$ cat src/exec_pkg.sv
/*
  shared constants, enumerations and carriers for the instruction execute unit.
  assumes an outside decoder presents one decoded instruction at a time, with the
  addressed data byte already read, and an outside data memory that takes write pulses.
*/
package exec_pkg;

  localparam int PC_W = 11; // program counter width
  localparam int STACK_DEPTH = 8; // return stack entries
  localparam int SP_W = 3; // stack pointer width
  localparam logic [PC_W-1:0] PC_RESET = 11'h000; // program counter after reset
  localparam logic [PC_W-1:0] PC_STEP = 11'h001; // sequential advance
  localparam logic [SP_W-1:0] SP_RESET = 3'h0; // stack pointer after reset
  localparam logic [SP_W-1:0] SP_STEP = 3'h1; // push / pop step
  localparam logic [7:0] ACC_RESET = 8'h00; // accumulator after reset
  localparam logic [7:0] BYTE_ZERO = 8'h00; // cleared byte
  localparam logic [7:0] BYTE_ONE = 8'h01; // increment / decrement step
  localparam logic [3:0] BCD_DIGIT_MAX = 4'h9; // largest decimal digit
  localparam logic [8:0] BCD_ADJ_LO = 9'h006; // low digit correction
  localparam logic [8:0] BCD_ADJ_HI = 9'h060; // high digit correction
  localparam int CYCLES_SHORT = 1; // single cycle instruction
  localparam int CYCLES_LONG = 2; // instruction with a dummy cycle
  localparam logic DUMMY_CYCLES = 1'(CYCLES_LONG - CYCLES_SHORT); // stall length

  // decoded operations handled by this unit
  typedef enum logic [4:0] {
    op_idle, op_add_from_ram, op_add_imm, op_sum_to_ram,
    op_add_with_carry, op_add_with_carry_to_ram,
    op_conj_from_ram, op_conj_imm, op_bitwise_conj_to_ram,
    op_disj_from_ram, op_disj_imm, op_bitwise_disj_to_ram,
    op_invert_bits, op_invert_bits_into_register,
    op_plus_one, op_plus_one_into_register,
    op_minus_one, op_minus_one_into_register, op_bcd_fixup,
    op_copy_from_ram, op_copy_imm, op_copy_to_ram,
    op_zero_fill, op_zero_fill_bit,
    op_watchdog_refresh, op_watchdog_refresh_first, op_watchdog_refresh_second,
    op_sleep, op_goto, op_call, op_subroutine_exit, op_subroutine_exit_lit
  } op_e;

  // which paired refresh ran last
  typedef enum logic [1:0] {pre_none, pre_first, pre_second} preclear_e;

  // status flags
  typedef struct packed {
    logic signed_range_error_flag;
    logic zero_flag;
    logic nibble_carry_flag;
    logic carry_flag;
    logic watchdog_expired_flag;
    logic sleep_entered_flag;
  } flags_s;

  localparam flags_s FLAGS_RESET = '0; // all flags clear after reset

  // one decoded instruction
  typedef struct packed {
    op_e op;
    logic [7:0] imm;
    logic [2:0] bit_sel;
    logic [PC_W-1:0] target;
  } instr_s;

  // adder result with its flags
  typedef struct packed {
    logic ovf;
    logic half;
    logic cout;
    logic [7:0] value;
  } sum_s;

endpackage

$ cat src/instr_execute.sv
/*
  execute stage for the arithmetic, logic, move, clear, watchdog, sleep and branch
  instructions of an 8-bit core: accumulator, status flags, program counter and stack.
  assumes the decoder holds instr and mem_rdata stable while instr_valid is high and
  that the data memory writes mem_wdata at its address when mem_we pulses.
*/
module instr_execute
(
  input wire logic sys_clk, // core clock
  input wire logic reset_n, // asynchronous reset, active low
  input wire logic instr_valid, // decoded instruction present
  input wire exec_pkg::instr_s instr, // decoded instruction
  input wire logic [7:0] mem_rdata, // addressed data byte
  input wire logic mem_is_pcl, // addressed byte is program counter low
  input wire logic wdt_timeout, // watchdog expiry pulse
  input wire logic wake_req, // wake request out of sleep
  output logic instr_ready, // unit accepts an instruction
  output logic [7:0] acc, // accumulator
  output exec_pkg::flags_s flags, // status flags
  output logic [exec_pkg::PC_W-1:0] pc, // program counter
  output logic mem_we, // data byte write pulse
  output logic [7:0] mem_wdata, // data byte write value
  output logic wdt_clear, // watchdog and prescaler clear pulse
  output logic sleep_mode // clock stopped, execution halted
);
  import exec_pkg::*;

  // eight bit add with carry in and the overflow, nibble carry and carry flags
  function automatic sum_s add8(input logic [7:0] a, input logic [7:0] b, input logic cin);
    logic [4:0] lo;
    logic [8:0] full;
    sum_s r;
    lo = {1'b0, a[3:0]} + {1'b0, b[3:0]} + {4'h0, cin};
    full = {1'b0, a} + {1'b0, b} + {8'h00, cin};
    r.value = full[7:0];
    r.half = lo[4];
    r.cout = full[8];
    r.ovf = (a[7] == b[7]) && (full[7] != a[7]);
    return r;
  endfunction

  // zero test on an eight bit result
  function automatic logic is_zero(input logic [7:0] v);
    return v == BYTE_ZERO;
  endfunction

  // architectural state
  logic [7:0] acc_reg, acc_next; // accumulator
  flags_s flags_reg, flags_next; // status flags
  logic [PC_W-1:0] pc_reg, pc_next; // program counter
  logic [SP_W-1:0] sp_reg, sp_next; // stack pointer, next free entry
  logic [PC_W-1:0] stack_mem [STACK_DEPTH]; // return addresses
  logic busy_reg, busy_next; // dummy cycle in progress
  logic sleep_reg, sleep_next; // sleeping
  preclear_e preclear_reg, preclear_next; // last paired refresh seen
  logic mem_we_reg, mem_we_next; // write pulse
  logic [7:0] mem_wdata_reg, mem_wdata_next; // write data
  logic wdt_clear_reg, wdt_clear_next; // watchdog clear pulse

  // results of the decode
  logic [7:0] res; // eight bit result
  logic wr_acc; // result goes to accumulator
  logic wr_mem; // result goes to data byte
  flags_s ex_flags; // flags after execution
  logic pc_load; // load pc from target
  logic push; // push return address
  logic pop; // pop return address
  logic wdt_clr; // clear the watchdog
  logic sleep_go; // enter sleep
  logic long_op; // needs a dummy cycle
  preclear_e pre_n; // next pairing state

  // shared operand selection
  wire go = instr_valid && instr_ready; // instruction taken this edge
  wire imm_src = instr.op inside {op_add_imm, op_conj_imm, op_disj_imm}; // immediate operand
  wire with_carry = instr.op inside {op_add_with_carry, op_add_with_carry_to_ram}; // carry in
  wire [7:0] operand = imm_src ? instr.imm : mem_rdata; // second operand
  wire sum_s sum = add8(acc_reg, operand, with_carry && flags_reg.carry_flag);
  wire [7:0] conj = acc_reg & operand; // bitwise and
  wire [7:0] disj = acc_reg | operand; // bitwise or
  wire [7:0] inv = ~mem_rdata; // ones complement
  wire [7:0] inc = mem_rdata + BYTE_ONE; // increment
  wire [7:0] dec = mem_rdata - BYTE_ONE; // decrement
  wire [7:0] bit_cleared = mem_rdata & ~(BYTE_ONE << instr.bit_sel);
  wire [PC_W-1:0] pc_plus = pc_reg + PC_STEP; // next sequential address
  wire [SP_W-1:0] sp_top = sp_reg - SP_STEP; // last pushed entry

  // decimal adjust: the high test looks at the digit after the low correction, so a
  // carry out of the low digit is not lost
  wire lo_adj = (acc_reg[3:0] > BCD_DIGIT_MAX) || flags_reg.nibble_carry_flag;
  wire [8:0] bcd_mid = {1'b0, acc_reg} + (lo_adj ? BCD_ADJ_LO : 9'h000);
  wire hi_adj = (bcd_mid[7:4] > BCD_DIGIT_MAX) || flags_reg.carry_flag || bcd_mid[8];
  wire [8:0] bcd_out = bcd_mid + (hi_adj ? BCD_ADJ_HI : 9'h000);

  // a memory destination that is program counter low lands in the pc, not in memory
  wire pcl_wr = wr_mem && mem_is_pcl;

  // instruction decode and execution
  always_comb
  begin
    res = acc_reg;
    wr_acc = 1'b0;
    wr_mem = 1'b0;
    ex_flags = flags_reg;
    pc_load = 1'b0;
    push = 1'b0;
    pop = 1'b0;
    wdt_clr = 1'b0;
    sleep_go = 1'b0;
    long_op = 1'b0;
    pre_n = preclear_reg;
    case (instr.op)
      op_add_from_ram, op_add_imm, op_add_with_carry, op_sum_to_ram,
      op_add_with_carry_to_ram:
      begin
        res = sum.value;
        wr_acc = !(instr.op inside {op_sum_to_ram, op_add_with_carry_to_ram});
        wr_mem = !wr_acc;
        ex_flags.signed_range_error_flag = sum.ovf;
        ex_flags.nibble_carry_flag = sum.half;
        ex_flags.carry_flag = sum.cout;
        ex_flags.zero_flag = is_zero(sum.value);
      end
      op_conj_from_ram, op_conj_imm, op_bitwise_conj_to_ram:
      begin
        res = conj;
        wr_acc = instr.op != op_bitwise_conj_to_ram;
        wr_mem = !wr_acc;
        ex_flags.zero_flag = is_zero(conj);
      end
      op_disj_from_ram, op_disj_imm, op_bitwise_disj_to_ram:
      begin
        res = disj;
        wr_acc = instr.op != op_bitwise_disj_to_ram;
        wr_mem = !wr_acc;
        ex_flags.zero_flag = is_zero(disj);
      end
      op_invert_bits, op_invert_bits_into_register:
      begin
        res = inv;
        wr_acc = instr.op == op_invert_bits_into_register;
        wr_mem = !wr_acc;
        ex_flags.zero_flag = is_zero(inv);
      end
      op_plus_one, op_plus_one_into_register:
      begin
        res = inc;
        wr_acc = instr.op == op_plus_one_into_register;
        wr_mem = !wr_acc;
        ex_flags.zero_flag = is_zero(inc);
      end
      op_minus_one, op_minus_one_into_register:
      begin
        res = dec;
        wr_acc = instr.op == op_minus_one_into_register;
        wr_mem = !wr_acc;
        ex_flags.zero_flag = is_zero(dec);
      end
      op_bcd_fixup:
      begin
        res = bcd_out[7:0];
        wr_mem = 1'b1;
        ex_flags.carry_flag = flags_reg.carry_flag || hi_adj;
      end
      op_copy_from_ram:
      begin
        res = mem_rdata;
        wr_acc = 1'b1;
      end
      op_copy_imm:
      begin
        res = instr.imm;
        wr_acc = 1'b1;
      end
      op_copy_to_ram:
      begin
        res = acc_reg;
        wr_mem = 1'b1;
      end
      op_zero_fill:
      begin
        res = BYTE_ZERO;
        wr_mem = 1'b1;
      end
      op_zero_fill_bit:
      begin
        res = bit_cleared;
        wr_mem = 1'b1;
      end
      op_watchdog_refresh:
      begin
        wdt_clr = 1'b1;
        pre_n = pre_none;
      end
      op_watchdog_refresh_first, op_watchdog_refresh_second:
      begin
        // only the second half of an alternating pair clears anything
        if (preclear_reg == (instr.op == op_watchdog_refresh_first ? pre_second : pre_first))
        begin
          wdt_clr = 1'b1;
          pre_n = pre_none;
        end
        else
        begin
          pre_n = instr.op == op_watchdog_refresh_first ? pre_first : pre_second;
        end
      end
      op_sleep:
      begin
        sleep_go = 1'b1;
      end
      op_goto:
      begin
        pc_load = 1'b1;
        long_op = 1'b1;
      end
      op_call:
      begin
        pc_load = 1'b1;
        push = 1'b1;
        long_op = 1'b1;
      end
      op_subroutine_exit, op_subroutine_exit_lit:
      begin
        pop = 1'b1;
        long_op = 1'b1;
        res = instr.imm;
        wr_acc = instr.op == op_subroutine_exit_lit;
      end
      op_idle:
      begin
        res = acc_reg;
      end
      default:
      begin
        res = acc_reg;
      end
    endcase
    if (wdt_clr)
    begin
      ex_flags.watchdog_expired_flag = 1'b0;
      ex_flags.sleep_entered_flag = 1'b0;
    end
    if (sleep_go)
    begin
      ex_flags.watchdog_expired_flag = 1'b0;
      ex_flags.sleep_entered_flag = 1'b1;
    end
  end

  // next state; a watchdog expiry in the same cycle as a clear still sets the flag
  always_comb
  begin
    acc_next = (go && wr_acc) ? res : acc_reg;
    flags_next = go ? ex_flags : flags_reg;
    flags_next.watchdog_expired_flag = flags_next.watchdog_expired_flag || wdt_timeout;
    if (!go)
      pc_next = pc_reg;
    else if (pop)
      pc_next = stack_mem[sp_top];
    else if (pc_load)
      pc_next = instr.target;
    else if (pcl_wr)
      pc_next = {pc_plus[PC_W-1:8], res};
    else
      pc_next = pc_plus;
    sp_next = (go && push) ? sp_reg + SP_STEP : (go && pop) ? sp_top : sp_reg;
    busy_next = go && (long_op || pcl_wr) ? DUMMY_CYCLES : 1'b0;
    sleep_next = (go && sleep_go) || (sleep_reg && !wake_req);
    preclear_next = go ? pre_n : preclear_reg;
    mem_we_next = go && wr_mem && !mem_is_pcl;
    mem_wdata_next = (go && wr_mem) ? res : mem_wdata_reg;
    wdt_clear_next = go && (wdt_clr || sleep_go);
  end

  // state registers
  always_ff @(posedge sys_clk or negedge reset_n)
  begin
    if (!reset_n)
    begin
      acc_reg <= ACC_RESET;
      flags_reg <= FLAGS_RESET;
      pc_reg <= PC_RESET;
      sp_reg <= SP_RESET;
      busy_reg <= 1'b0;
      sleep_reg <= 1'b0;
      preclear_reg <= pre_none;
      mem_we_reg <= 1'b0;
      mem_wdata_reg <= BYTE_ZERO;
      wdt_clear_reg <= 1'b0;
    end
    else
    begin
      acc_reg <= acc_next;
      flags_reg <= flags_next;
      pc_reg <= pc_next;
      sp_reg <= sp_next;
      busy_reg <= busy_next;
      sleep_reg <= sleep_next;
      preclear_reg <= preclear_next;
      mem_we_reg <= mem_we_next;
      mem_wdata_reg <= mem_wdata_next;
      wdt_clear_reg <= wdt_clear_next;
    end
  end

  // return stack; contents need no reset, the pointer guards them and it wraps when full
  always_ff @(posedge sys_clk)
  begin
    if (go && push)
      stack_mem[sp_reg] <= pc_plus;
  end

  // outputs
  assign instr_ready = !busy_reg && !sleep_reg;
  assign acc = acc_reg;
  assign flags = flags_reg;
  assign pc = pc_reg;
  assign mem_we = mem_we_reg;
  assign mem_wdata = mem_wdata_reg;
  assign wdt_clear = wdt_clear_reg;
  assign sleep_mode = sleep_reg;

  property p_adc_acc;
    @(posedge sys_clk) disable iff (!reset_n)
    go && instr.op == op_add_with_carry |=>
      acc_reg == 8'($past(acc_reg) + $past(mem_rdata) + {7'h00, $past(flags_reg.carry_flag)});
  endproperty
  a_adc_acc: assert property (p_adc_acc) else $error("add with carry wrong");

  property p_adc_ram;
    @(posedge sys_clk) disable iff (!reset_n)
    go && instr.op == op_add_with_carry_to_ram && !mem_is_pcl |=> mem_we &&
      mem_wdata == 8'($past(acc_reg) + $past(mem_rdata) + {7'h00, $past(flags_reg.carry_flag)});
  endproperty
  a_adc_ram: assert property (p_adc_ram) else $error("add with carry to byte wrong");

  property p_conj_flags;
    @(posedge sys_clk) disable iff (!reset_n)
    go && instr.op == op_conj_from_ram |=> acc_reg == ($past(acc_reg) & $past(mem_rdata)) &&
      flags_reg.carry_flag == $past(flags_reg.carry_flag) && flags_reg.zero_flag == (acc_reg == 8'h00);
  endproperty
  a_conj_flags: assert property (p_conj_flags) else $error("and result or flags wrong");

  property p_call;
    @(posedge sys_clk) disable iff (!reset_n)
    go && instr.op == op_call |=> pc_reg == $past(instr.target) && !instr_ready &&
      $stable(flags_reg.carry_flag) ##1 instr_ready;
  endproperty
  a_call: assert property (p_call) else $error("call timing or target wrong");

  property p_zero_fill;
    @(posedge sys_clk) disable iff (!reset_n)
    go && instr.op == op_zero_fill && !mem_is_pcl |=> mem_we && mem_wdata == 8'h00 &&
      flags_reg.zero_flag == $past(flags_reg.zero_flag);
  endproperty
  a_zero_fill: assert property (p_zero_fill) else $error("byte clear wrong");

  property p_preclear_repeat;
    @(posedge sys_clk) disable iff (!reset_n)
    go && instr.op == op_watchdog_refresh_first && preclear_reg == pre_first |=> !wdt_clear;
  endproperty
  a_preclear_repeat: assert property (p_preclear_repeat) else $error("repeated preclear acted");

  property p_sleep;
    @(posedge sys_clk) disable iff (!reset_n)
    go && instr.op == op_sleep && !wdt_timeout |=> sleep_mode && wdt_clear &&
      flags_reg.sleep_entered_flag && !flags_reg.watchdog_expired_flag && !instr_ready;
  endproperty
  a_sleep: assert property (p_sleep) else $error("sleep entry wrong");

  property p_goto;
    @(posedge sys_clk) disable iff (!reset_n)
    go && instr.op == op_goto |=> pc_reg == $past(instr.target) && !instr_ready ##1 $stable(pc_reg);
  endproperty
  a_goto: assert property (p_goto) else $error("jump wrong");

  property p_inc_reg;
    @(posedge sys_clk) disable iff (!reset_n)
    go && instr.op == op_plus_one_into_register |=> !mem_we &&
      acc_reg == 8'($past(mem_rdata) + 8'h01) && flags_reg.zero_flag == ($past(mem_rdata) == 8'hff);
  endproperty
  a_inc_reg: assert property (p_inc_reg) else $error("increment into accumulator wrong");

endmodule // instr_execute

$ cat config.mk
export PLATFORM = sky130hd
export DESIGN_NAME = instr_execute
export DESIGN_NICKNAME = d
export VERILOG_FILES = /design/src/exec_pkg.sv /design/src/instr_execute.sv
export SDC_FILE = /design/constraint.sdc
export NUM_CORES = 1
export LEC_CHECK = 0
export BUFFER_PORTS_ARGS = -buffer_cell sky130_fd_sc_hd__clkbuf_2
export CAP_MARGIN = 5
export CORE_ASPECT_RATIO = 1.75
export CORE_MARGIN = 5
export CORE_UTILIZATION = 30
export CTS_CLUSTER_DIAMETER = 120
export CTS_CLUSTER_SIZE = 20
export DETAILED_ROUTE_END_ITERATION = 7
export SLEW_MARGIN = 15
export SYNTH_ARGS = -nofsm -noshare
export SYNTH_HDL_FRONTEND = slang
export SYNTH_SLANG_ARGS = --single-unit
$ cat constraint.sdc
create_clock -name sys_clk -period 3.9 [get_ports sys_clk]
set_clock_uncertainty 0.15 [all_clocks]
set_input_delay 0.975 -clock sys_clk [delete_from_list [all_inputs] [get_ports sys_clk]]
set_output_delay 0.975 -clock sys_clk [all_outputs]
set_load 0.01 [all_outputs]
[Word-level counts from Yosys, hierarchy flattened]
Memories as Yosys holds them, arrays and structs flattened.
Index checks and enable logic that the tools add are counted.
Cells by class
  add/subtract/negate cells: 11
  muxes and demuxes: 30
  shift operators: 1
  equality and inequality tests: 36
  reduce and logical (&&, ||, !) cells: 64
  $lt $le $gt $ge: 2
  bitwise gates (word level): 5
Operator list (count)
  8-bit one-hot mux with 11 select lines: 1
  5-bit == test, second input constant: 16
  8-bit zero test: 6
  5-bit by 4-bit == test with 1-bit output, second input constant: 8
  11-bit 2-to-1 mux: 2
  5-bit by 3-bit == test with 1-bit output, second input constant: 4
  8-bit bitwise AND: 2
  8-bit 2-to-1 mux: 2
  8-bit NOT: 2
  1-bit logical AND: 14
  2-bit OR reduction: 7
  2-bit 2-to-1 mux: 6
  2-bit nonzero test: 6
  11-bit by 1-bit adder with 11-bit output, second input constant: 1
  5-bit by 2-bit == test with 1-bit output, second input constant: 2
  1-bit zero test: 10
  5-bit by 4-bit != test with 1-bit output, second input constant: 2
  2-bit AND reduction: 5
  8-bit by 3-bit adder with 9-bit output: 1
  8-bit by 8-bit adder with 9-bit output: 1
  9-bit by 1-bit adder with 9-bit output: 1
  1-bit 2-to-1 mux: 9
  3-bit 2-to-1 mux: 3
  3-bit OR reduction: 3
  other kinds (25): 35
Storage, ports and cells
  register bits: 42
  RAM bits: 88
  input bits: 41
  logic and storage cells: 165
  output and inout port bits: 37
  memories: 1
Memory list
  stack_mem: depth 8, bits a word 11, read ports 1, clocked after Yosys merged registers in 0, write ports 1, line instr_execute.sv:52  | logic [PC_W-1:0] stack_mem [STACK_DEPTH];

[Logic depth before layout (Yosys ltp)]
Gate-level depths: netlist of run 1.
  depth after elaboration: 13
  mapped depth: 17
  depth with buffers taken out: 16

[Worst setup path before layout of run 1]
OpenSTA, ideal clock, no wires.
  path kind: input port to flip-flop
  from: input port instr[22] (netlist name)
  to: register acc_reg[6], in the netlist acc[6]
  data arrival time: 3.920 ns
  library setup time: 0.125 ns
  slack: -0.294 ns
  buffers on the path: 3
  required time: 3.625 ns
  stages: 16
  cell sequence: buf_2 buf_2 buf_2 a21oi_1 nor2_2 o21ai_0 inv_1 fa_1 inv_1 fa_1 a211o_1 a2111oi_0 a211oi_1 nand2_1 nand3_1 mux2_2
Between the ends
  cells in the longest elaborated chain, start to end: 6
  elaborated cells between the ends (all ways): 48
  those cells by class: add/sub: 2; eq/ne: 26; mux: 3; bitwise: 2; reduce/logical: 15
RTL lines
  start, declared: line instr_execute.sv:12  | input wire exec_pkg::instr_s instr,
  5-bit by 2-bit == test with 1-bit output, or another cell as far along: line instr_execute.sv:75, instr_execute.sv:112
  3-bit nonzero test: line instr_execute.sv:75  | wire imm_src = instr.op inside {op_add_imm, op_conj_imm, op_disj_imm};
  8-bit 2-to-1 mux: line instr_execute.sv:77  | wire [7:0] operand = imm_src ? instr.imm : mem_rdata;
  8-bit by 8-bit adder with 9-bit output: line instr_execute.sv:34  | full = {1'b0, a} + {1'b0, b} + {8'h00, cin};
  9-bit by 1-bit adder with 9-bit output: line instr_execute.sv:34
  8-bit one-hot mux with 11 select lines: line instr_execute.sv:112  | case (instr.op)
  end signal, assigned: line instr_execute.sv:294  | acc_reg <= acc_next;
  end, declared: line instr_execute.sv:48  | logic [7:0] acc_reg, acc_next;
Several ways; a longest one is shown, not always the timed one.
A chain may end at the register's enable or synchronous reset.

[Worst setup path in the final report of run 1]
  from: register acc_reg[1], in the netlist acc[1]
  to: register acc_reg[6], in the netlist acc[6]
Between the ends
  cells in the longest elaborated chain, start to end: 10
  elaborated cells between the ends (all ways): 12
  those cells by class: add/sub: 4; order compare: 2; mux: 3; reduce/logical: 3
RTL lines
  4-bit > comparator: line instr_execute.sv:90  | wire lo_adj = (acc_reg[3:0] > BCD_DIGIT_MAX) || flags_reg.nibble_carry_flag;
  1-bit logical OR: line instr_execute.sv:90
  3-bit 2-to-1 mux: line instr_execute.sv:91  | wire [8:0] bcd_mid = {1'b0, acc_reg} + (lo_adj ? BCD_ADJ_LO : 9'h000);
  8-bit by 3-bit adder with 9-bit output: line instr_execute.sv:91
  4-bit > comparator: line instr_execute.sv:92  | wire hi_adj = (bcd_mid[7:4] > BCD_DIGIT_MAX) || flags_reg.carry_flag || bcd_mid[8];
  1-bit logical OR (2 in a row): line instr_execute.sv:92
  7-bit 2-to-1 mux: line instr_execute.sv:93  | wire [8:0] bcd_out = bcd_mid + (hi_adj ? BCD_ADJ_HI : 9'h000);
  8-bit by 7-bit adder with 8-bit output: line instr_execute.sv:93
  8-bit one-hot mux with 11 select lines *: line instr_execute.sv:112
Mark *: on every way between the ends. The rest lies on a longest branch, timed or not.

==> impl_metrics.env, run 1 <==
export IMPL_drt_wirelength_per_cell_um=22.50
export IMPL_rr_worst_depth=15
export IMPL_yosysWarnings=0
export IMPL_port_buffers=77
export IMPL_required_ns=4.06
export IMPL_p_sw_mw=2.308
export IMPL_path_buf_inv=1
export IMPL_violations="negative setup slack"
export IMPL_synthMostInstantiatedCell="edfxtp_1"
export IMPL_cts_tree="yes"
export IMPL_setup_viol=1
export IMPL_crit_family="compound AO/OA/AOI/OAI gates"
export IMPL_initial_core_util_pct=30.31
export IMPL_clk_latency_ns=0.43
export IMPL_outcome="finished with violations"
export IMPL_largest_reg_flops=88
export IMPL_grt_antenna_before_repair=0
export IMPL_grt_max_degree=41
export IMPL_worst_path_stages=15
export IMPL_rrSetupSlack_ns=-0.009
export IMPL_synth_top_area_share_pct=32.78
export IMPL_critical_path_slowest_cell="fa_1"
export IMPL_crit_end="acc[6]$_DFFE_PN0P_"
export IMPL_grt_first_pass_wirelength_um=41360
export IMPL_antenna_cells=0
export IMPL_crit_arrival_ns=4.07
export IMPL_htreeDepth=4
export IMPL_grt_overflow=0
export IMPL_syn_avg_cell_area_um2=10.73
export IMPL_p_leak_nw=3.908
export IMPL_hold_viol=0
export IMPL_post_drt_via_cell_ratio=5.523
export IMPL_drive_above_1_share_pct=28.86
export IMPL_die_h_um=226.8
export IMPL_pin_count=78
export IMPL_p_clk_share_pct=27.0
export IMPL_grt_pass1_vias=6861
export IMPL_synth_cells=751
export IMPL_p_total_mw=6.371
export IMPL_p_seq_share_pct=31.6
export IMPL_ys_seq_elements=130
export IMPL_cp_common_cell="ha_2"
export IMPL_clk_path_buf_depth=2
export IMPL_path_clk_slew_ns=0.06
export IMPL_synthArstFlopShare_pct=32.31
export IMPL_die_width_um=133.9
export IMPL_worstPathCellList="o21ai_1 -> nand2b_1 -> ha_2 -> inv_2 -> fa_2 -> and3b_2 -> o311a_1 -> mux2i_1 -> o221ai_2 -> ha_2 -> fa_1 -> a222oi_1 -> o211a_1 -> nand3_2 -> mux2_4"
export IMPL_hpwl_um=21230
export IMPL_antenna_left=0
export IMPL_clock_sinks=130
export IMPL_synth_top_area_cell="edfxtp_1"
export IMPL_cts_root_buffer="clkbuf_16"
export IMPL_ys_types=78
export IMPL_synth_common_cells="88 x edfxtp_1, 61 x nor2_1, 57 x nand2_1"
export IMPL_critical_path_startpoint_type="flop"
export IMPL_finalCriticalPeriod_ns=3.909
export IMPL_crit_path_max_incr_delay_ns=0.46
export IMPL_wirelength_um=27400
export IMPL_r2r_start="acc[1]$_DFFE_PN0P_"
export IMPL_fp_row_count=79
export IMPL_synth_nets=822
export IMPL_drv_slew=0
export IMPL_slew_headroom_pct=46.65
export IMPL_ys_seq_area_share_pct=45.82
export IMPL_synth_edf_count=88
export IMPL_netlist_area_um2=8060
export IMPL_synth_area_leaders="edfxtp_1 33%, dfrtp_1 13%, mux4_2 6.1%"
export IMPL_numCtsBuffers=17
export IMPL_rsz0062_at_grt="yes"
export IMPL_critPathMaxFanout=2
export IMPL_drc=0
export IMPL_track_usage_pct=18.26
export IMPL_peakVddDrop_mv=0.4142
export IMPL_crit_path_end_kind="flop"
export IMPL_fmax_mhz=255.8
export IMPL_swShare_pct=36.23
export IMPL_p_comb_share_pct=41.4
export IMPL_power_internal_mw=4.063
export IMPL_maxCapViolCount=0
export IMPL_r2r_end="acc[6]$_DFFE_PN0P_"
export IMPL_core_um2=26590
export IMPL_final_util_pct=37.51
export IMPL_gp_congestion=1.070
export IMPL_synth_main_ff_cell="edfxtp_1"
export IMPL_num_vias=6727
export IMPL_fin_ws_ns=-0.008773
export IMPL_min_path_type="flop to flop"
export IMPL_fin_nets=952
export IMPL_die_area_um2=30370
export IMPL_drtIter0Drc=459
export IMPL_worst_slew_pin_slew_ns=0.8002
export IMPL_crit_start="acc[1]$_DFFE_PN0P_"
export IMPL_area_delta_synth_final_pct=23.73
export IMPL_power_density_nw_per_um2=638.8
export IMPL_fin_crit_sh_pct=100.2
export IMPL_pre_cts_ws_ns=-0.1524
export IMPL_path_class="flop to flop"
export IMPL_dr_pass1_iters=5
worst register-to-register path: stages (launching register included):
cell      delay [ns]
dfrtp_1         0.36
o21ai_1         0.07
nand2b_1        0.11
ha_2            0.20
inv_2           0.04
fa_2            0.33
and3b_2         0.26
o311a_1         0.22
mux2i_1         0.10
o221ai_2        0.17
ha_2            0.21
fa_1            0.46
a222oi_1        0.43
o211a_1         0.34
nand3_2         0.11
mux2_4          0.26
cells in the final DEF (no fill, tap or decap), types with 7 or more instances in the layout:
master     synthesis  routed
or3_1              7       7
inv_1             37      35
a31oi_1           10      10
dfrtp_1           42      42
nand4_1           11      11
nor2b_1           12      11
a22oi_1            8       8
nand2b_1          10      10
edfxtp_1          88      88
xor2_1            11      11
o31ai_1            7       7
o21ai_0           44      42
a21oi_1           28      27
a211oi_1           9       7
mux2_2            11      10
clkbuf_2           1      77
nand3_1           28      27
mux4_2            22      22
ha_1              26      24
nand2_1           57      57
nor2_1            61      60
buf_4              6      80
clkbuf_16          0      17
nor3_1            16      16
mux2i_1           13      13
xnor2_1           22      22
metal layers:
layer	GRT usage, %	vias to the layer above	wire, µm
met5	0	-	0
met3	2.398	76	1141
li1	-	3107	-
met1	19.03	3291	9640
met4	11.52	0	1675
met2	34.18	253	14940
what timing repair did:
action / in CTS / in global routing
resized for setup: 6 / 4
hold buffers: 0 / 0
pin swaps: 8 / 4
setup endpoints to repair: 4 / 7
buffers inserted: 1 / 0
cloned: 0 / 0
cell type report:
| class | count | area (µm²) |
|---|---|---|
| inverters | 37 | 138.9 |
| repair buffers | 158 | 1006 |
| fillers | 2577 | 16620 |
| flip-flops and latches | 130 | 3694 |
| clock inverters | 14 | 200.2 |
| clock buffers | 18 | 439.2 |
| well taps | 324 | 405.4 |
| multi-input cells | 537 | 4090 |
power groups by stage:
stage	Combinational (mW)	Clock (mW)	Sequential [mW]
2_1_floorplan	1.57	0	2.00
3_3_place_gp	2.59	0	2.04
3_5_place_dp	2.61	0	2.04
4_1_cts	2.65	1.74	2.02
5_1_grt	2.85	1.80	2.04
6_report	2.64	1.72	2.01
cell families after synthesis:
group	Yosys count	share of synthesized area [%]
and+or+nand+nor	247	15.83
AOI/OAI and AO/OA	181	15.91
DFF	130	45.82
buffers and inverters	84	4.517
muxes	46	9.298
xor gates and xnor gates	33	3.586
adders and majority gates	30	5.030
how the worst min path moves through the flow:
stage                                startpoint                          end  depth (start not counted)
CTS                        flags[0]$_DFFE_PN0P_         flags[0]$_DFFE_PN0P_                          2
global placement             flags[1]$_DFF_PN0_           flags[1]$_DFF_PN0_                          1
finish                     flags[0]$_DFFE_PN0P_         flags[0]$_DFFE_PN0P_                          2
global route                 flags[1]$_DFF_PN0_           flags[1]$_DFF_PN0_                          1
floorplan           preclear_reg[0]$_DFFE_PN0P_  preclear_reg[0]$_DFFE_PN0P_                          1
detailed placement         flags[0]$_DFFE_PN0P_         flags[0]$_DFFE_PN0P_                          2
stage by stage:
stage / TNS [ns] / hold WS, ns / area [µm²] / cells
after CTS: -0.1243 / 0.3407 / 9957 / 1218
after detailed placement: -0.9978 / 0.3277 / 9298 / 1185
after global routing: -0.6124 / 0.3701 / 9973 / 1218
after floorplan: 0 / 0.3482 / 8134 / 751
after global placement: -0.6840 / 0.3125 / 9298 / 1185
final: -0.008773 / 0.3350 / 9973 / 1218
Power figures use the tool's default switching activity.
==> inputs of run 2 (changes only) <==
REMOVE_ABC_BUFFERS = 1   (was not set)
==> impl_metrics.env, run 2 (synthesized netlist as in run 1, its figures left out) <==
export IMPL_fin_ws_ns=-0.009491
export IMPL_die_area_um2=30370
export IMPL_critPathMaxFanout=3
export IMPL_required_ns=4.06
export IMPL_path_class="flop to flop"
export IMPL_numCtsBuffers=17
export IMPL_port_buffers=77
export IMPL_initial_core_util_pct=30.31
export IMPL_path_clk_slew_ns=0.06
export IMPL_drt_wirelength_per_cell_um=22.81
export IMPL_hold_viol=0
export IMPL_p_comb_share_pct=43.6
export IMPL_drive_above_1_share_pct=28.95
export IMPL_design_area_um2=10020
export IMPL_p_sw_mw=2.280
export IMPL_grt_overflow=0
export IMPL_num_vias=6843
export IMPL_finalCriticalPeriod_ns=3.909
export IMPL_critical_path_startpoint_type="flop"
export IMPL_place_area_um2=9354
export IMPL_die_h_um=226.8
export IMPL_largest_reg_flops=88
export IMPL_crit_path_end_kind="flop"
export IMPL_min_path_type="flop to flop"
export IMPL_fin_crit_sh_pct=100.2
export IMPL_grt_first_pass_wirelength_um=42340
export IMPL_core_um2=26590
export IMPL_cts_hold_buf=0
export IMPL_drc=0
export IMPL_cts_tree="yes"
export IMPL_power_internal_mw=4.030
export IMPL_peakVddDrop_mv=0.3260
export IMPL_p_seq_share_pct=31.7
export IMPL_worst_slew_pin_slew_ns=1.091
export IMPL_fmax_mhz=255.8
export IMPL_wirelength_um=28190
export IMPL_p_leak_nw=3.976
export IMPL_fillCellCount=2623
export IMPL_area_delta_synth_final_pct=24.31
export IMPL_track_usage_pct=18.83
export IMPL_worstPathCellList="nand2b_4 -> ha_4 -> inv_2 -> fa_2 -> and3b_1 -> o311a_1 -> mux2i_1 -> o221ai_2 -> ha_2 -> fa_1 -> a222oi_1 -> o211a_1 -> nand3_2 -> mux2_4"
export IMPL_die_width_um=133.9
export IMPL_drv_slew=0
export IMPL_slew_headroom_pct=27.27
export IMPL_power_density_nw_per_um2=629.8
export IMPL_clk_latency_ns=0.42
export IMPL_swShare_pct=36.13
export IMPL_clock_sinks=130
export IMPL_grt_max_degree=41
export IMPL_outcome="finished with violations"
export IMPL_critical_path_slowest_cell="a222oi_1"
export IMPL_final_cell_mix="98 x buf_4, 88 x edfxtp_1, 77 x clkbuf_2"
export IMPL_hpwl_um=21890
export IMPL_dr_pass1_iters=6
export IMPL_maxCapViolCount=0
export IMPL_fp_row_count=79
export IMPL_cts_root_buffer="clkbuf_16"
export IMPL_htreeDepth=4
export IMPL_rr_worst_depth=14
export IMPL_holdPathStages=2
export IMPL_antenna_left=0
export IMPL_pre_cts_ws_ns=-0.3411
export IMPL_crit_arrival_ns=4.07
export IMPL_antenna_cells=0
export IMPL_grt_antenna_before_repair=0
export IMPL_layout_commonest_cell="buf_4"
export IMPL_grt_pass1_vias=6988
export IMPL_p_clk_share_pct=24.7
export IMPL_violations="negative setup slack"
export IMPL_rsz0062_at_grt="yes"
export IMPL_drtIter0Drc=647
export IMPL_post_drt_via_cell_ratio=5.536
export IMPL_gp_congestion=0.9606
export IMPL_setup_viol=1
export IMPL_fin_nets=970
export IMPL_clk_path_buf_depth=2
export IMPL_crit_path_max_incr_delay_ns=0.47
export IMPL_pin_count=78
run 2: changes by cell type in the layout (fill, tap and decap cells not counted), moves of 3 or more:
cell / previous run / this run
clkbuf_1: 0 / 6
buf_4: 80 / 98
inv_6: 4 / 0
bufinv_16: 4 / 1
run 2: final timing paths:
path | startpoint | end | slack, ns
min reg2reg | mem_wdata[2]$_DFFE_PN0P_ | mem_wdata[2]$_DFFE_PN0P_ | 0.33
max reg2reg | flags[3]$_DFFE_PN0P_ | acc[6]$_DFFE_PN0P_ | -0.009
min | mem_wdata[2]$_DFFE_PN0P_ | mem_wdata[2]$_DFFE_PN0P_ | 0.33
min in group asynchronous | reset_n | flags[1]$_DFF_PN0_ | 0.58
max | flags[3]$_DFFE_PN0P_ | acc[6]$_DFFE_PN0P_ | -0.009
max in group asynchronous | reset_n | acc[1]$_DFFE_PN0P_ | 2.29
run 2: final cells by class:
class                   instances  area, µm²  share of cell area [%]
clock buffers                  28      539.3                   5.382
clock inverters                 4      45.04                  0.4496
inverters                      37      138.9                   1.386
multi-input cells             537       4065                   40.57
flip-flops and latches        130       3694                   36.86
well taps                     324      405.4                   4.046
repair buffers                176       1132                   11.30
run 2: critical path, delay by kind of cell (launching register included):
family | cells | cell delay [ns]
adders and majority gates | 4 | 1.13
DFF | 1 | 0.40
and+or+nand+nor | 3 | 0.53
muxes | 2 | 0.35
AOI/OAI and AO/OA | 4 | 1.17
buffers and inverters | 1 | 0.04
run 2: repair_timing:
action	CTS	global route
gates cloned	0	0
pin swaps	6	3
buffers inserted	1	1
resized for setup	13	6
endpoints found under the setup margin	6	10
hold endpoints to repair	0	0
run 2: per-stage QoR:
step	std cells	power, mW	hold slack (ns)	TNS, ns	utilization, %
after floorplan	704	3.470	0.3482	0	-
after global placement	1202	4.662	0.3111	-2.701	35.18
after detailed placement	1202	4.688	0.3211	-3.777	35.18
after CTS	1235	6.313	0.3324	0	37.60
after global routing	1236	6.635	0.3552	-0.1472	37.68
final	1236	6.310	0.3275	-0.009491	37.68
run 2: power groups by stage:
stage          Sequential (mW)  Clock, mW  Combinational [mW]
2_1_floorplan             2.07          0                1.40
3_3_place_gp              2.02          0                2.64
3_5_place_dp              2.02          0                2.66
4_1_cts                   2.00       1.58                2.73
5_1_grt                   2.02       1.64                2.97
6_report                  2.00       1.56                2.75
run 2: routing by layer:
layer	track usage (%)	vias to the layer above	part of all wire, %
met3	3.353	68	4.5
met5	0	-	0
met2	35.78	246	55
met4	11.16	0	5.8
li1	-	3141	-
met1	18.91	3388	34
==> inputs of run 3 (changes only) <==
ABC_AREA = 1   (was not set)
==> impl_metrics.env, run 3 <==
export IMPL_clock_sinks=130
export IMPL_synth_top_family_by_area="simple AND/OR/NAND/NOR gates"
export IMPL_required_ns=4.06
export IMPL_yosysWarnings=0
export IMPL_synthAdderAreaFrac_pct=5.080
export IMPL_path_clk_slew_ns=0.06
export IMPL_ys_seq_area_share_pct=46.28
export IMPL_synth_main_ff_cell="edfxtp_1"
export IMPL_min_path_type="flop to flop"
export IMPL_die_h_um=225.8
export IMPL_gp_congestion=0.9551
export IMPL_netlist_area_um2=7980
export IMPL_synthArstFlopShare_pct=32.31
export IMPL_p_leak_nw=4.270
export IMPL_synth_area_leaders="edfxtp_1 33%, dfrtp_1 13%, nand2_1 9.3%"
export IMPL_post_drt_via_cell_ratio=5.094
export IMPL_regArea_um2=3694
export IMPL_track_usage_pct=17.91
export IMPL_synth_xor_area_share_pct=2.415
export IMPL_synth_cells=969
export IMPL_worst_slew_pin_slew_ns=0.9237
export IMPL_antenna_cells=0
export IMPL_crit_arrival_ns=3.84
export IMPL_synth_common_cells="197 x nand2_1, 137 x nor2_1, 95 x inv_1"
export IMPL_peakVddDrop_mv=0.3035
export IMPL_power_density_nw_per_um2=672.6
export IMPL_hpwl_um=20410
export IMPL_grt_max_degree=47
export IMPL_rsz0062_at_grt="no"
export IMPL_p_sw_mw=2.618
export IMPL_grt_antenna_before_repair=0
export IMPL_p_seq_share_pct=31.7
export IMPL_fmax_mhz=271.7
export IMPL_synth_compound_area_share_pct=12.12
export IMPL_final_cell_mix="196 x nand2_1, 134 x nor2_1, 94 x inv_1"
export IMPL_fp_row_count=79
export IMPL_die_area_um2=30090
export IMPL_fillCellCount=2736
export IMPL_synth_top_area_share_pct=33.11
export IMPL_crit_path_end_kind="flop"
export IMPL_grt_first_pass_wirelength_um=41410
export IMPL_layout_commonest_cell="nand2_1"
export IMPL_tns_ns=0
export IMPL_place_inst=1385
export IMPL_pre_cts_ws_ns=-0.1043
export IMPL_synth_simple_area_share_pct=27.00
export IMPL_power_internal_mw=3.857
export IMPL_drt_wirelength_per_cell_um=18.70
export IMPL_cts_root_buffer="clkbuf_16"
export IMPL_clk_latency_ns=0.42
export IMPL_cts_tree="yes"
export IMPL_ys_types=46
export IMPL_fin_ws_ns=0.2200
export IMPL_setup_viol=0
export IMPL_grt_pass1_vias=7406
export IMPL_critPathMaxFanout=3
export IMPL_area_delta_synth_final_pct=20.65
export IMPL_synthMostInstantiatedCell="nand2_1"
export IMPL_critical_path_startpoint_type="flop"
export IMPL_wirelength_um=26520
export IMPL_cts_hold_buf=0
export IMPL_die_width_um=133.3
export IMPL_finalCriticalPeriod_ns=3.680
export IMPL_synth_edf_count=88
export IMPL_p_clk_share_pct=26.2
export IMPL_dr_pass1_iters=4
export IMPL_slew_headroom_pct=38.42
export IMPL_maxCapViolCount=0
export IMPL_drc=0
export IMPL_largest_reg_flops=88
export IMPL_antenna_left=0
export IMPL_drive_above_1_share_pct=19.38
export IMPL_htreeDepth=4
export IMPL_synth_top_area_cell="edfxtp_1"
export IMPL_stdcell_count=1418
export IMPL_fin_nets=1152
export IMPL_pin_count=78
export IMPL_clk_path_buf_depth=2
export IMPL_core_um2=26390
export IMPL_port_buffers=77
export IMPL_swShare_pct=40.44
export IMPL_multi_input_area_um2=3757
export IMPL_ys_seq_elements=130
export IMPL_path_class="flop to flop"
export IMPL_hold_viol=0
export IMPL_num_vias=7223
export IMPL_muxShareOfSynthArea_pct=0
export IMPL_syn_avg_cell_area_um2=8.235
export IMPL_fin_crit_sh_pct=94.36
export IMPL_numCtsBuffers=17
export IMPL_drtIter0Drc=477
export IMPL_initial_core_util_pct=30.24
export IMPL_drv_slew=0
export IMPL_p_comb_share_pct=42.0
export IMPL_grt_overflow=0
export IMPL_outcome="completed"
-- run 3: cell type report --
type	instances	area share, %
clock buffer	19	4.496
clock inverter	13	1.975
sequential	130	38.36
inverter	108	4.211
multi-input combinational	701	39.03
timing repair buffer	123	7.719
tap	324	4.211
-- run 3: cells by family (layout without fill, tap and decap cells) --
logic type	Yosys count	count (layout)
adder cells (fa/ha/maj)	30	30
flip-flops	130	130
buffers and inverters	138	263
AND/OR/NAND/NOR	483	483
AO/OA/AOI/OAI	166	166
XOR/XNOR	22	22
-- run 3: critical path, cell delays in order (launching register included) --
cell and delay [ns]:
dfrtp_1 0.36, inv_1 0.07, a21oi_2 0.15, nor2_2 0.07
inv_1 0.08, ha_2 0.17, inv_1 0.05, fa_2 0.34
inv_1 0.07, nand2_2 0.07, nor2_4 0.17, nand2_1 0.07
nand2_1 0.07, nand2_1 0.08, o21ai_0 0.07, nand2_1 0.09
ha_1 0.19, fa_1 0.45, a22oi_2 0.18, o211ai_1 0.11
nor2_1 0.18, nand3_2 0.15, nand2_1 0.10, a21oi_1 0.06
-- run 3: routing by layer --
layer | wire length (µm) | vias up | global-route usage [%]
met2 | 14740 | 228 | 35.06
met4 | 1295 | 0 | 9.499
met3 | 952 | 68 | 2.586
met5 | 0 | - | 0
met1 | 9536 | 3434 | 17.99
li1 | - | 3493 | -
-- run 3: final timing paths --
check                                          start  slack (ns)                   end  cells after the start
worst max register to register    acc[1]$_DFFE_PN0P_        0.22     pc[6]$_DFFE_PN0P_                     23
worst min-delay path            flags[5]$_DFFE_PN0P_        0.33  flags[5]$_DFFE_PN0P_                      2
worst min register to register  flags[5]$_DFFE_PN0P_        0.33  flags[5]$_DFFE_PN0P_                      2
min in group asynchronous                    reset_n        0.53    flags[1]$_DFF_PN0_                      1
max in group asynchronous                    reset_n        2.36  flags[5]$_DFFE_PN0P_                      2
worst max-delay path              acc[1]$_DFFE_PN0P_        0.22     pc[6]$_DFFE_PN0P_                     23
-- run 3: what timing repair did --
action,4_1_cts,5_1_grt
gates resized for setup,1,11
buffers inserted,0,1
cloned,0,0
pin swaps,0,8
endpoints found under the setup margin,3,3
-- run 3: power groups by stage --
stage                     sequential (mW)  combinational (mW)  clock (mW)
after floorplan                      2.10                1.54           0
after global placement               2.08                2.64           0
after detailed placement             2.08                2.68           0
after CTS                            2.05                2.69        1.71
after global routing                 2.07                3.06        1.78
final                                2.06                2.72        1.70
-- run 3: per-stage QoR --
stage | hold slack [ns] | area (µm²) | power (mW) | util [%]
after global placement | 0.3223 | 8960 | 4.722 | 33.95
after detailed placement | 0.3244 | 8960 | 4.752 | 33.95
after global routing | 0.3793 | 9628 | 6.914 | 36.48
final | 0.3322 | 9628 | 6.475 | 36.48
after CTS | 0.3393 | 9585 | 6.460 | 36.32
after floorplan | 0.3655 | 7819 | 3.638 | -
